[config.mk]
export PLATFORM = sky130hd
export DESIGN_NAME = acr_dev_flat
export DESIGN_NICKNAME = d
export VERILOG_FILES = /design/src/rtl/acr_pkg.sv /design/src/rtl/acr_link_if.sv /design/src/rtl/acr_sync.sv /design/src/rtl/acr_dev.sv /design/src/flat_wrapper.sv
export SDC_FILE = /design/constraint.sdc
export NUM_CORES = 1
export LEC_CHECK = 0
export ABC_AREA = 1
export BUFFER_PORTS_ARGS = -buffer_cell sky130_fd_sc_hd__clkbuf_2
export CORE_MARGIN = 4
export CORE_UTILIZATION = 64
export CTS_CLUSTER_DIAMETER = 120
export DETAILED_ROUTE_END_ITERATION = 6
export PLACE_DENSITY = 0.95
export SYNTH_ARGS = -nofsm -noshare
export SYNTH_HDL_FRONTEND = slang
export SYNTH_SLANG_ARGS = --single-unit
[constraint.sdc]
create_clock -name i_clock -period 4.1 [get_ports i_clock]
set_clock_uncertainty 0.05 [all_clocks]
set_input_delay 0.82 -clock i_clock [delete_from_list [all_inputs] [get_ports i_clock]]
set_output_delay 0.82 -clock i_clock [all_outputs]
set_load 0.01 [all_outputs]
[src/rtl/acr_pkg.sv]
// Constants and decode shared by both ends of the serial register link
//------------------------------------------------------------
// Functional notes
// - Transactions start with 8-bit command write
// - Command picks direction and target register
// - Return to command wait after access, reset
// - 32 rising-clock ones on din reset all; the result register keeps its value
// - Most significant bit travels first
// - Leading one holds position; zero starts command
// - Host always writes zero to bit six
// - Select bits pick status, mode, reserved, data
// - Bit three: zero write, one read
// - Continuous mode streams results without commands
// - Host enters continuous mode with 001111XX
// - Host exits with 001110XX while line low
// - Continuous mode still resets on 32 ones
// - Host keeps din low in continuous mode
// - Channel bits pick input, short, supply monitor
// - Channel change restarts filter and conversion
// - Command register clears to zero at reset
// - Output changes on serial clock falling edge
// - Select high releases output; ready keeps running
// - Select is active low; may stay tied low
//------------------------------------------------------------
package acr_pkg;
	localparam int unsigned CLK_PERIOD_NS = 100;
	localparam int unsigned SCLK_HALF_NS  = 800;
	localparam int unsigned SCLK_HALF_CYC = (SCLK_HALF_NS + CLK_PERIOD_NS - 1) / CLK_PERIOD_NS;
	localparam logic [3:0]  SCLK_HALF_LAST = 4'(SCLK_HALF_CYC - 1);
	localparam int unsigned CMD_W  = 8;
	localparam int unsigned DATA_W = 24;
	localparam logic [5:0]  RESYNC_LAST = 6'h1F;
	// Command field positions
	localparam int unsigned CMD_WEN   = 7;
	localparam int unsigned CMD_ZERO  = 6;
	localparam int unsigned CMD_RS_HI = 5;
	localparam int unsigned CMD_RS_LO = 4;
	localparam int unsigned CMD_DIR   = 3;
	localparam int unsigned CMD_CONTINUOUS_RESULT_READ = 2;
	localparam int unsigned CMD_CH_HI = 1;
	localparam int unsigned CMD_CH_LO = 0;
	localparam logic [7:0]  CMD_RST   = 8'h00;
	localparam logic [7:0]  CMD_MASK  = 8'h3F;
	localparam logic [5:0]  CONT_ENTER = 6'h0F;
	localparam logic [5:0]  CONT_EXIT  = 6'h0E;
	// Register select and channel codes
	localparam logic [1:0]  SEL_STATUS = 2'h0;
	localparam logic [1:0]  SEL_MODE   = 2'h1;
	localparam logic [1:0]  SEL_RSVD   = 2'h2;
	localparam logic [1:0]  SEL_DATA   = 2'h3;
	localparam logic [1:0]  CH_DIFF    = 2'h0;
	localparam logic [1:0]  CH_RSVD    = 2'h1;
	localparam logic [1:0]  CH_SHORT   = 2'h2;
	localparam logic [1:0]  CH_SUPPLY  = 2'h3;
	localparam logic [7:0]  MODE_RST     = 8'h02;
	localparam logic [7:0]  STATUS_FIXED = 8'h0C;
	// Host register map (byte offsets) and fields
	localparam logic [7:0]  HOST_CMD_OFS   = 8'h00;
	localparam logic [7:0]  HOST_WDATA_OFS = 8'h04;
	localparam logic [7:0]  HOST_RDATA_OFS = 8'h08;
	localparam logic [7:0]  HOST_STAT_OFS  = 8'h0C;
	localparam logic [1:0]  OP_XFER   = 2'h0;
	localparam logic [1:0]  OP_RESYNC = 2'h1;
	localparam logic [1:0]  OP_FETCH  = 2'h2;
	localparam int unsigned HST_BUSY = 0;
	localparam int unsigned HST_CONT = 1;
	localparam int unsigned HST_LINE = 2;
	localparam int unsigned HST_DONE = 3;

	// Bits in the data phase of a register
	function automatic logic [4:0] acr_len(input logic [1:0] sel);
		return (sel == SEL_DATA) ? 5'h18 : 5'h08;
	endfunction
endpackage

[src/rtl/acr_link_if.sv]
// Serial link between host controller and converter front end
`timescale 1ns/1ps
`default_nettype none
interface acr_link_if;
	logic sclk;
	logic cs_n;
	logic din;
	logic dout_o;
	logic dout_oe_n;
	logic dout;

	// Released line reads high through the board pull-up
	assign dout = dout_oe_n ? 1'b1 : dout_o;

	modport dev (input sclk, input cs_n, input din, output dout_o, output dout_oe_n);
	modport host (output sclk, output cs_n, output din, input dout);
endinterface
`default_nettype wire

[src/rtl/acr_sync.sv]
// Two-stage synchroniser with edge pulses
`timescale 1ns/1ps
`default_nettype none
module acr_sync #(
	parameter int unsigned W    = 1,
	parameter logic [W-1:0] INIT = '0
) (
	input  wire logic         i_clock,  // System clock
	input  wire logic         i_rst_n,  // Async reset
	input  wire logic [W-1:0] i_async,  // Foreign inputs
	output logic      [W-1:0] o_level,  // Synchronised level
	output logic      [W-1:0] o_rise,   // Rising pulse
	output logic      [W-1:0] o_fall    // Falling pulse
);
	typedef struct packed {
		logic [W-1:0] meta;
		logic [W-1:0] sync;
		logic [W-1:0] prev;
	} acr_sync_st_t;

	acr_sync_st_t r_reg;
	acr_sync_st_t r_next;

	always_comb begin
		r_next      = r_reg;
		r_next.meta = i_async;
		r_next.sync = r_reg.meta;
		r_next.prev = r_reg.sync;
	end

	always_ff @(posedge i_clock or negedge i_rst_n) begin
		if (!i_rst_n) begin
			r_reg <= '{meta: INIT, sync: INIT, prev: INIT};
		end else begin
			r_reg <= r_next;
		end
	end

	assign o_level = r_reg.sync;
	assign o_rise  = r_reg.sync & ~r_reg.prev;
	assign o_fall  = ~r_reg.sync & r_reg.prev;
endmodule
`default_nettype wire

[src/rtl/acr_dev.sv]
// Converter end: serial command decoder and register access
`timescale 1ns/1ps
`default_nettype none
module acr_dev
	import acr_pkg::*;
(
	input  wire logic              i_clock,          // 10 MHz clock
	input  wire logic              i_rst_n,          // Async reset
	acr_link_if.dev                link,             // Serial link
	input  wire logic [DATA_W-1:0] i_result,         // Conversion result
	input  wire logic              i_result_valid,   // Result strobe
	output logic      [CMD_W-1:0]  o_mode,           // Mode register
	output logic      [1:0]        o_channel,        // Selected channel
	output logic                   o_cont_read,      // Streaming active
	output logic                   o_filter_restart, // Restart pulse
	output logic                   o_soft_reset,     // Full reset pulse
	output logic                   o_rdy_n           // Ready bit
);
	typedef enum logic [2:0] {DS_WEN, DS_CMD, DS_WR, DS_RD, DS_CONT} acr_dstate_t;

	typedef struct packed {
		acr_dstate_t       st;
		logic [CMD_W-1:0]  cmd;
		logic [CMD_W-1:0]  mode;
		logic [DATA_W-1:0] result;
		logic [DATA_W-1:0] shin;
		logic [DATA_W-1:0] shout;
		logic [4:0]        bits;
		logic [4:0]        len;
		logic [5:0]        ones;
		logic              rdy_n;
		logic              dout;
		logic              dout_oe_n;
		logic              filter_restart;
		logic              soft_reset;
		logic              cont;
	} acr_dev_st_t;

	localparam acr_dev_st_t DEV_RST = '{
		st:        DS_WEN,
		cmd:       CMD_RST,
		mode:      MODE_RST,
		rdy_n:     1'b1,
		dout:      1'b1,
		dout_oe_n: 1'b1,
		default:   '0
	};

	//------------------------------------------------------------
	// Pin synchronisers
	//------------------------------------------------------------
	logic [2:0] pin_level;
	logic [2:0] pin_rise;
	logic [2:0] pin_fall;

	acr_sync #(
		.W    (3),
		.INIT (3'h6)
	) u_sync (
		.i_clock (i_clock),
		.i_rst_n (i_rst_n),
		.i_async ({link.sclk, link.cs_n, link.din}),
		.o_level (pin_level),
		.o_rise  (pin_rise),
		.o_fall  (pin_fall)
	);

	logic cs_n_s;
	logic din_s;
	logic rise;
	logic fall;

	assign cs_n_s = pin_level[1];
	assign din_s  = pin_level[0];
	assign rise   = pin_rise[2] & ~cs_n_s;
	assign fall   = pin_fall[2] & ~cs_n_s;

	// Status byte as shifted out
	function automatic logic [7:0] status_byte(input logic rdy_n, input logic [1:0] ch);
		return STATUS_FIXED | {rdy_n, 5'h00, ch};
	endfunction

	//------------------------------------------------------------
	// Next state
	//------------------------------------------------------------
	acr_dev_st_t r_reg;
	acr_dev_st_t r_next;
	logic [7:0]  new_cmd;
	logic [1:0]  sel;
	logic [1:0]  cur_sel;
	logic [DATA_W-1:0] win;

	assign cur_sel = r_reg.cmd[CMD_RS_HI:CMD_RS_LO];

	always_comb begin
		r_next = r_reg;
		new_cmd = {1'b0, r_reg.shin[5:0], din_s};
		sel = new_cmd[CMD_RS_HI:CMD_RS_LO];
		win = {r_reg.shin[DATA_W-2:0], din_s};
		r_next.filter_restart = 1'b0;
		r_next.soft_reset = 1'b0;
		r_next.dout_oe_n = cs_n_s;
		if (rise && din_s && r_reg.ones == RESYNC_LAST) begin
			r_next = DEV_RST;
			r_next.result = r_reg.result;
			r_next.soft_reset = 1'b1;
		end else if (rise) begin
			r_next.ones = din_s ? r_reg.ones + 6'h01 : 6'h00;
			unique case (r_reg.st)
				DS_WEN: begin
					if (!din_s) begin
						r_next.st = DS_CMD;
						r_next.bits = 5'h00;
					end
				end
				DS_CMD: begin
					r_next.shin = win;
					r_next.bits = r_reg.bits + 5'h01;
					if (r_reg.bits == 5'h06) begin
						r_next.cmd = new_cmd;
						r_next.bits = 5'h00;
						r_next.len = acr_len(sel);
						if (new_cmd[CMD_CH_HI:CMD_CH_LO] != r_reg.cmd[CMD_CH_HI:CMD_CH_LO]) begin
							r_next.filter_restart = 1'b1;
						end
						if (new_cmd[CMD_DIR]) begin
							r_next.st = DS_RD;
							unique case (sel)
								SEL_STATUS: r_next.shout = {status_byte(r_reg.rdy_n,
									new_cmd[CMD_CH_HI:CMD_CH_LO]), 16'h0000};
								SEL_MODE: r_next.shout = {r_reg.mode, 16'h0000};
								SEL_RSVD: r_next.shout = 24'h00_0000;
								SEL_DATA: r_next.shout = r_reg.result;
							endcase
							if (sel == SEL_DATA && new_cmd[CMD_CONTINUOUS_RESULT_READ]) begin
								r_next.st = DS_CONT;
								r_next.shin = 24'h00_0000;
							end
						end else if (sel == SEL_STATUS) begin
							r_next.st = DS_WEN;
						end else begin
							r_next.st = DS_WR;
						end
					end
				end
				DS_WR: begin
					r_next.shin = win;
					r_next.bits = r_reg.bits + 5'h01;
					if (r_reg.bits == r_reg.len - 5'h01) begin
						r_next.st = DS_WEN;
						if (cur_sel == SEL_MODE) begin
							r_next.mode = win[7:0];
							r_next.filter_restart = 1'b1;
							r_next.rdy_n = 1'b1;
						end
					end
				end
				DS_RD: begin
					r_next.bits = r_reg.bits + 5'h01;
					if (r_reg.bits == r_reg.len - 5'h01) begin
						r_next.st = DS_WEN;
						if (cur_sel == SEL_DATA) begin
							r_next.rdy_n = 1'b1;
						end
					end
				end
				DS_CONT: begin
					// Sliding window so leading zeros never misalign the exit
					r_next.shin = win;
					if (r_reg.bits == 5'h18) begin
						r_next.bits = 5'h00;
						r_next.rdy_n = 1'b1;
					end
					if (win[7:2] == CONT_EXIT) begin
						r_next.st = DS_WEN;
						r_next.cmd = win[7:0];
						r_next.bits = 5'h00;
						if (win[1:0] != r_reg.cmd[CMD_CH_HI:CMD_CH_LO]) begin
							r_next.filter_restart = 1'b1;
						end
					end
				end
				default: r_next.st = DS_WEN;
			endcase
		end else if (fall) begin
			if (r_reg.st == DS_RD) begin
				r_next.dout = r_reg.shout[DATA_W-1];
				r_next.shout = {r_reg.shout[DATA_W-2:0], 1'b0};
			end else if (r_reg.st == DS_CONT && r_reg.bits == 5'h00 && !r_reg.rdy_n) begin
				r_next.dout = r_reg.result[DATA_W-1];
				r_next.shout = {r_reg.result[DATA_W-2:0], 1'b0};
				r_next.bits = 5'h01;
			end else if (r_reg.st == DS_CONT && r_reg.bits != 5'h00 && r_reg.bits != 5'h18) begin
				r_next.dout = r_reg.shout[DATA_W-1];
				r_next.shout = {r_reg.shout[DATA_W-2:0], 1'b0};
				r_next.bits = r_reg.bits + 5'h01;
			end
		end
		// New result clears ready after any set in the same cycle
		if (i_result_valid) begin
			r_next.result = i_result;
			r_next.rdy_n = 1'b0;
		end
		// Between words the line shows ready
		if (!(r_next.st == DS_RD || (r_next.st == DS_CONT && r_next.bits != 5'h00))) begin
			r_next.dout = r_next.rdy_n;
		end
		// Registered so the streaming flag leaves a flip-flop
		r_next.cont = (r_next.st == DS_CONT);
	end

	always_ff @(posedge i_clock or negedge i_rst_n) begin
		if (!i_rst_n) begin
			r_reg <= DEV_RST;
		end else begin
			r_reg <= r_next;
		end
	end

	//------------------------------------------------------------
	// Outputs
	//------------------------------------------------------------
	assign link.dout_o       = r_reg.dout;
	assign link.dout_oe_n    = r_reg.dout_oe_n;
	assign o_mode            = r_reg.mode;
	assign o_channel         = r_reg.cmd[CMD_CH_HI:CMD_CH_LO];
	assign o_cont_read       = r_reg.cont;
	assign o_filter_restart  = r_reg.filter_restart;
	assign o_soft_reset      = r_reg.soft_reset;
	assign o_rdy_n           = r_reg.rdy_n;
endmodule
`default_nettype wire

[src/flat_wrapper.sv]
// flat-port wrapper written by rule: the top's interface ports become plain ports
module acr_dev_flat import acr_pkg::*;
  (i_clock, i_rst_n, i_result, i_result_valid, o_mode, o_channel, o_cont_read, o_filter_restart, o_soft_reset, o_rdy_n, link_sclk, link_cs_n, link_din, link_dout_o, link_dout_oe_n);
  acr_link_if link_i ();
  input  wire logic i_clock;
  input  wire logic i_rst_n;
  input  wire logic [DATA_W-1:0] i_result;
  input  wire logic i_result_valid;
  output logic      [CMD_W-1:0] o_mode;
  output logic      [1:0] o_channel;
  output logic o_cont_read;
  output logic o_filter_restart;
  output logic o_soft_reset;
  output logic o_rdy_n;
  input wire logic [$bits(link_i.sclk)-1:0] link_sclk;
  input wire logic [$bits(link_i.cs_n)-1:0] link_cs_n;
  input wire logic [$bits(link_i.din)-1:0] link_din;
  output wire logic [$bits(link_i.dout_o)-1:0] link_dout_o;
  output wire logic [$bits(link_i.dout_oe_n)-1:0] link_dout_oe_n;
  assign link_i.sclk = link_sclk;
  assign link_i.cs_n = link_cs_n;
  assign link_i.din = link_din;
  assign link_dout_o = link_i.dout_o;
  assign link_dout_oe_n = link_i.dout_oe_n;
  acr_dev u_core (.i_clock(i_clock), .i_rst_n(i_rst_n), .link(link_i), .i_result(i_result), .i_result_valid(i_result_valid), .o_mode(o_mode), .o_channel(o_channel), .o_cont_read(o_cont_read), .o_filter_restart(o_filter_restart), .o_soft_reset(o_soft_reset), .o_rdy_n(o_rdy_n));
endmodule
==> impl_summary.log <==
INFO  metric status = completed
INFO  metric drv_slew = 0
INFO  metric fp.dieArea = approximately 9600 µm²
INFO  metric num_vias = around 4600
INFO  metric chipWidth = about 98 µm
INFO  metric cts-buffers-inserted = 9
INFO  metric route.detailed.drc = 0
INFO  metric ys_ff_latch = 96
INFO  metric initial_antenna_violation_count = 0
INFO  metric startpoint_kind_of_the_worst_setup_timing_path = register
INFO  metric nets_finish = 685
INFO  metric clock-root-buffer = clkbuf_8
INFO  metric syn-num-nets = between 600 and 700
INFO  metric post-route-period-util = 68.3%
INFO  metric p_leak = between 0.002 and 0.003 µW
INFO  metric holdCritPathClass = reg2reg
INFO  metric path_clk_slew = ~0.11 ns
INFO  metric power.density = roughly 470 nW/µm²
INFO  metric totalWireLength = 12.8 mm
INFO  metric gp_congestion = approximately 0.96
INFO  metric cts_htree_levels = 3
INFO  metric cts_num_sinks = 96
INFO  metric cts_hold_buffers = 0
INFO  metric worst_slew_pin_slew = 0.931 ns
INFO  metric ys.flop_type = dfrtp_1
INFO  metric critPathMaxFanout = 22
INFO  metric wire_per_inst = around 17 µm
INFO  metric finalPower = 2600 µW
INFO  metric grt-ovfl-total = 0
INFO  metric cts.repair.resized = 0
INFO  metric port_buffers = 45
INFO  metric timing.hold.ws = around 0.31 ns
INFO  metric cp_data_required_time = between 4 and 5 ns
INFO  metric reg2reg_depth = 14
INFO  metric synth_compound_gate_area_share = 19.4%
INFO  metric tritoncts = done
INFO  metric min_cycle_time_layout = about 2.8 ns
INFO  metric whs_path_depth = 0
INFO  metric dp_hpwl = ~9.1 mm
INFO  metric chipHeight = 97.8 µm
INFO  metric post_synth_num_cell_types = 46
INFO  metric post-synth-top-count-cell = nand2_1
INFO  metric initial_utilization = approximately two thirds
INFO  metric areaGrowthSynthToFinish = 7.44%
INFO  metric yosys-mux-area-fraction = 0.218%
INFO  metric placementRows = 32
INFO  metric hp-start = u_core.u_sync.r_next[3]
INFO  metric crit_path_kind = reg2reg
INFO  metric rsz0062_at_grt = false
INFO  metric async_sr_flop_fraction = between 90% and 100%
INFO  metric largest_reg_flops = 65
INFO  metric insertion_delay = approximately 0.37 ns
INFO  metric critPathArrivalTime = between 3 and 4 ns
INFO  metric route.antenna.remaining_nets = 0
INFO  metric synthSimpleGateAreaFrac = about a fifth
INFO  metric insertedDiodeCount = 0
INFO  metric final-setup-viol-count = 0
INFO  metric end_kind = register
INFO  metric grt_pass1_vias = around 4500
INFO  metric floorplan.core_area = roughly 7800 µm²
INFO  metric synth_top_family_by_area = simple AND/OR/NAND/NOR gates
INFO  metric synth_area_leaders = dfrtp_1 42%, nand2_1 8.7%, inv_1 6.8%, o22ai_1 5.5%, dfstp_2 4.6%
INFO  metric setup.reg_to_reg.worst_slack = around 1.3 ns
INFO  metric post_synth_inst_count = between 600 and 700
INFO  metric post_synth.cell_area_avg = just over 8 µm²
INFO  metric final_core_util = between 70% and 80%
INFO  metric relSlewSlack = 37.9%
INFO  metric r2r_end = u_core.link.dout_o
INFO  metric drive_gt1_share = approximately 17%
INFO  metric drt-pass1-iter-count = 5
INFO  metric timing_hold_violations_final = 0
INFO  metric average_via_count_per_standard_cell = just over 6
INFO  metric drt_first_iter_violations = approximately 370
INFO  metric yosys_warnings = 0
INFO  metric synth_adder_area_share = less than 1%
INFO  metric synth.top_cell.area_share = between 40% and 50%
INFO  metric synth_enable_flop_cells = 0
INFO  metric fraction_of_synthesized_cell_area_in_xor_and_xnor_cells = approximately 1.4%
INFO  metric netlist_top_cells_count = 119 x nand2_1, 94 x inv_1, 87 x dfrtp_1
INFO  metric cts.repair_timing.setup_buffer_count = 0
INFO  metric maxClockFrequency = ~360 MHz
INFO  metric grt_max_degree = between 40 and 50
INFO  metric seq_area_frac_synth = a little under half
INFO  metric ir_worst_vdd = roughly 0.27 mV
INFO  metric globalRouteTotalUtil = 27.5%
INFO  metric post-synth-top-area-cell = dfrtp_1
INFO  metric design.portCount = 46
INFO  metric synth.cell_area = slightly above 5000 µm²
INFO  metric min_to = u_core.u_sync.o_level[0]
INFO  metric accumulated_negative_setup_slack = 0 ns
INFO  metric ctsLongestPathBuffers = 2
INFO  metric critical_path.reg2reg.startpoint = u_core.r_reg[17]
INFO  metric cap_viol_max_count = 0
INFO  metric global_route_wire_length_before_repair = 21.6 mm
-- metrics by stage --
step / area [µm²] / cells / setup slack [ns]
3_3_place_gp: 5340 / 742 / 1.49
5_1_grt: 5550 / 758 / 1.15
2_1_floorplan: 5160 / 624 / 2.15
6_report: 5550 / 758 / 1.30
4_1_cts: 5550 / 758 / 1.37
3_5_place_dp: 5340 / 742 / 1.40
-- logic make-up (layout without fill, tap and decap cells) --
group,count (synthesis),after routing
mux,1,1
compound gates,164,164
fa+ha+maj,4,4
simple gates,216,216
flops,96,96
xor+xnor,8,8
buf+inv,135,167
-- routing by layer --
layer | share of wire (%) | track usage (%) | wire, µm | vias up
met5 | 0 | 0 | 0 | -
met4 | 2.7 | 11.6 | 350 | 0
met3 | 7.5 | 5.00 | 967 | 46
met2 | 49 | 45.6 | 6270 | 249
met1 | 41 | 35.6 | 5260 | 2156
li1 | - | - | - | 2125
-- how the worst max path moves through the flow --
stage,start,slack (ns),cells after the start,endpoint
final,u_core.r_reg[17],1.30,14,u_core.link.dout_o
after detailed placement,u_core.u_sync.o_level[2],1.40,8,u_core.r_reg[43]
after CTS,u_core.u_sync.o_level[2],1.37,8,u_core.r_reg[43]
after global routing,u_core.u_sync.o_level[2],1.15,8,u_core.r_reg[43]
after floorplan,u_core.r_reg[18],2.15,12,u_core.r_reg[28]
after global placement,u_core.u_sync.o_level[2],1.49,8,u_core.r_reg[43]
-- report_power, final --
| part | leakage [µW] | total (µW) | switching, µW | internal (µW) |
|---|---|---|---|---|
| clock | 0.000103 | 654 | 361 | 294 |
| combinational | 0.00134 | 782 | 533 | 249 |
| sequential | 0.00124 | 1160 | 118 | 1050 |
-- layout make-up --
type                            count  area, µm²
Multi-Input combinational cell    393       2170
Tap cell                          102        128
Inverter                          104        393
Timing Repair Buffer               47        243
Clock inverter                      6       76.3
Sequential cell                    96       2410
Clock buffer                       10        128
Fill cell                         596       2220
-- cells in the final DEF (no fill, tap or decap), types with 10 or more instances in the layout --
cell,count
inv_1,94
nor2_1,33
o21ai_0,45
clkbuf_2,44
nand3_1,28
nand2_2,10
dfrtp_1,87
a22oi_1,22
nand2_1,119
a21oi_1,27
o22ai_1,45
-- critical path, cell delays in order (launching register included) --
cell and delay [ns]:
dfrtp_1 0.47, inv_1 0.12, ha_1 0.22, nand3_1 0.17, nor2_2 0.76, nor2_4 0.07, nand3_1 0.12, nand2_1 0.07
nand3_1 0.10, nand2_1 0.07, nor2_1 0.15, nand2_1 0.08, nand2_2 0.09, nand3_2 0.07, a21oi_2 0.14
(Power assumes the default switching activity.)
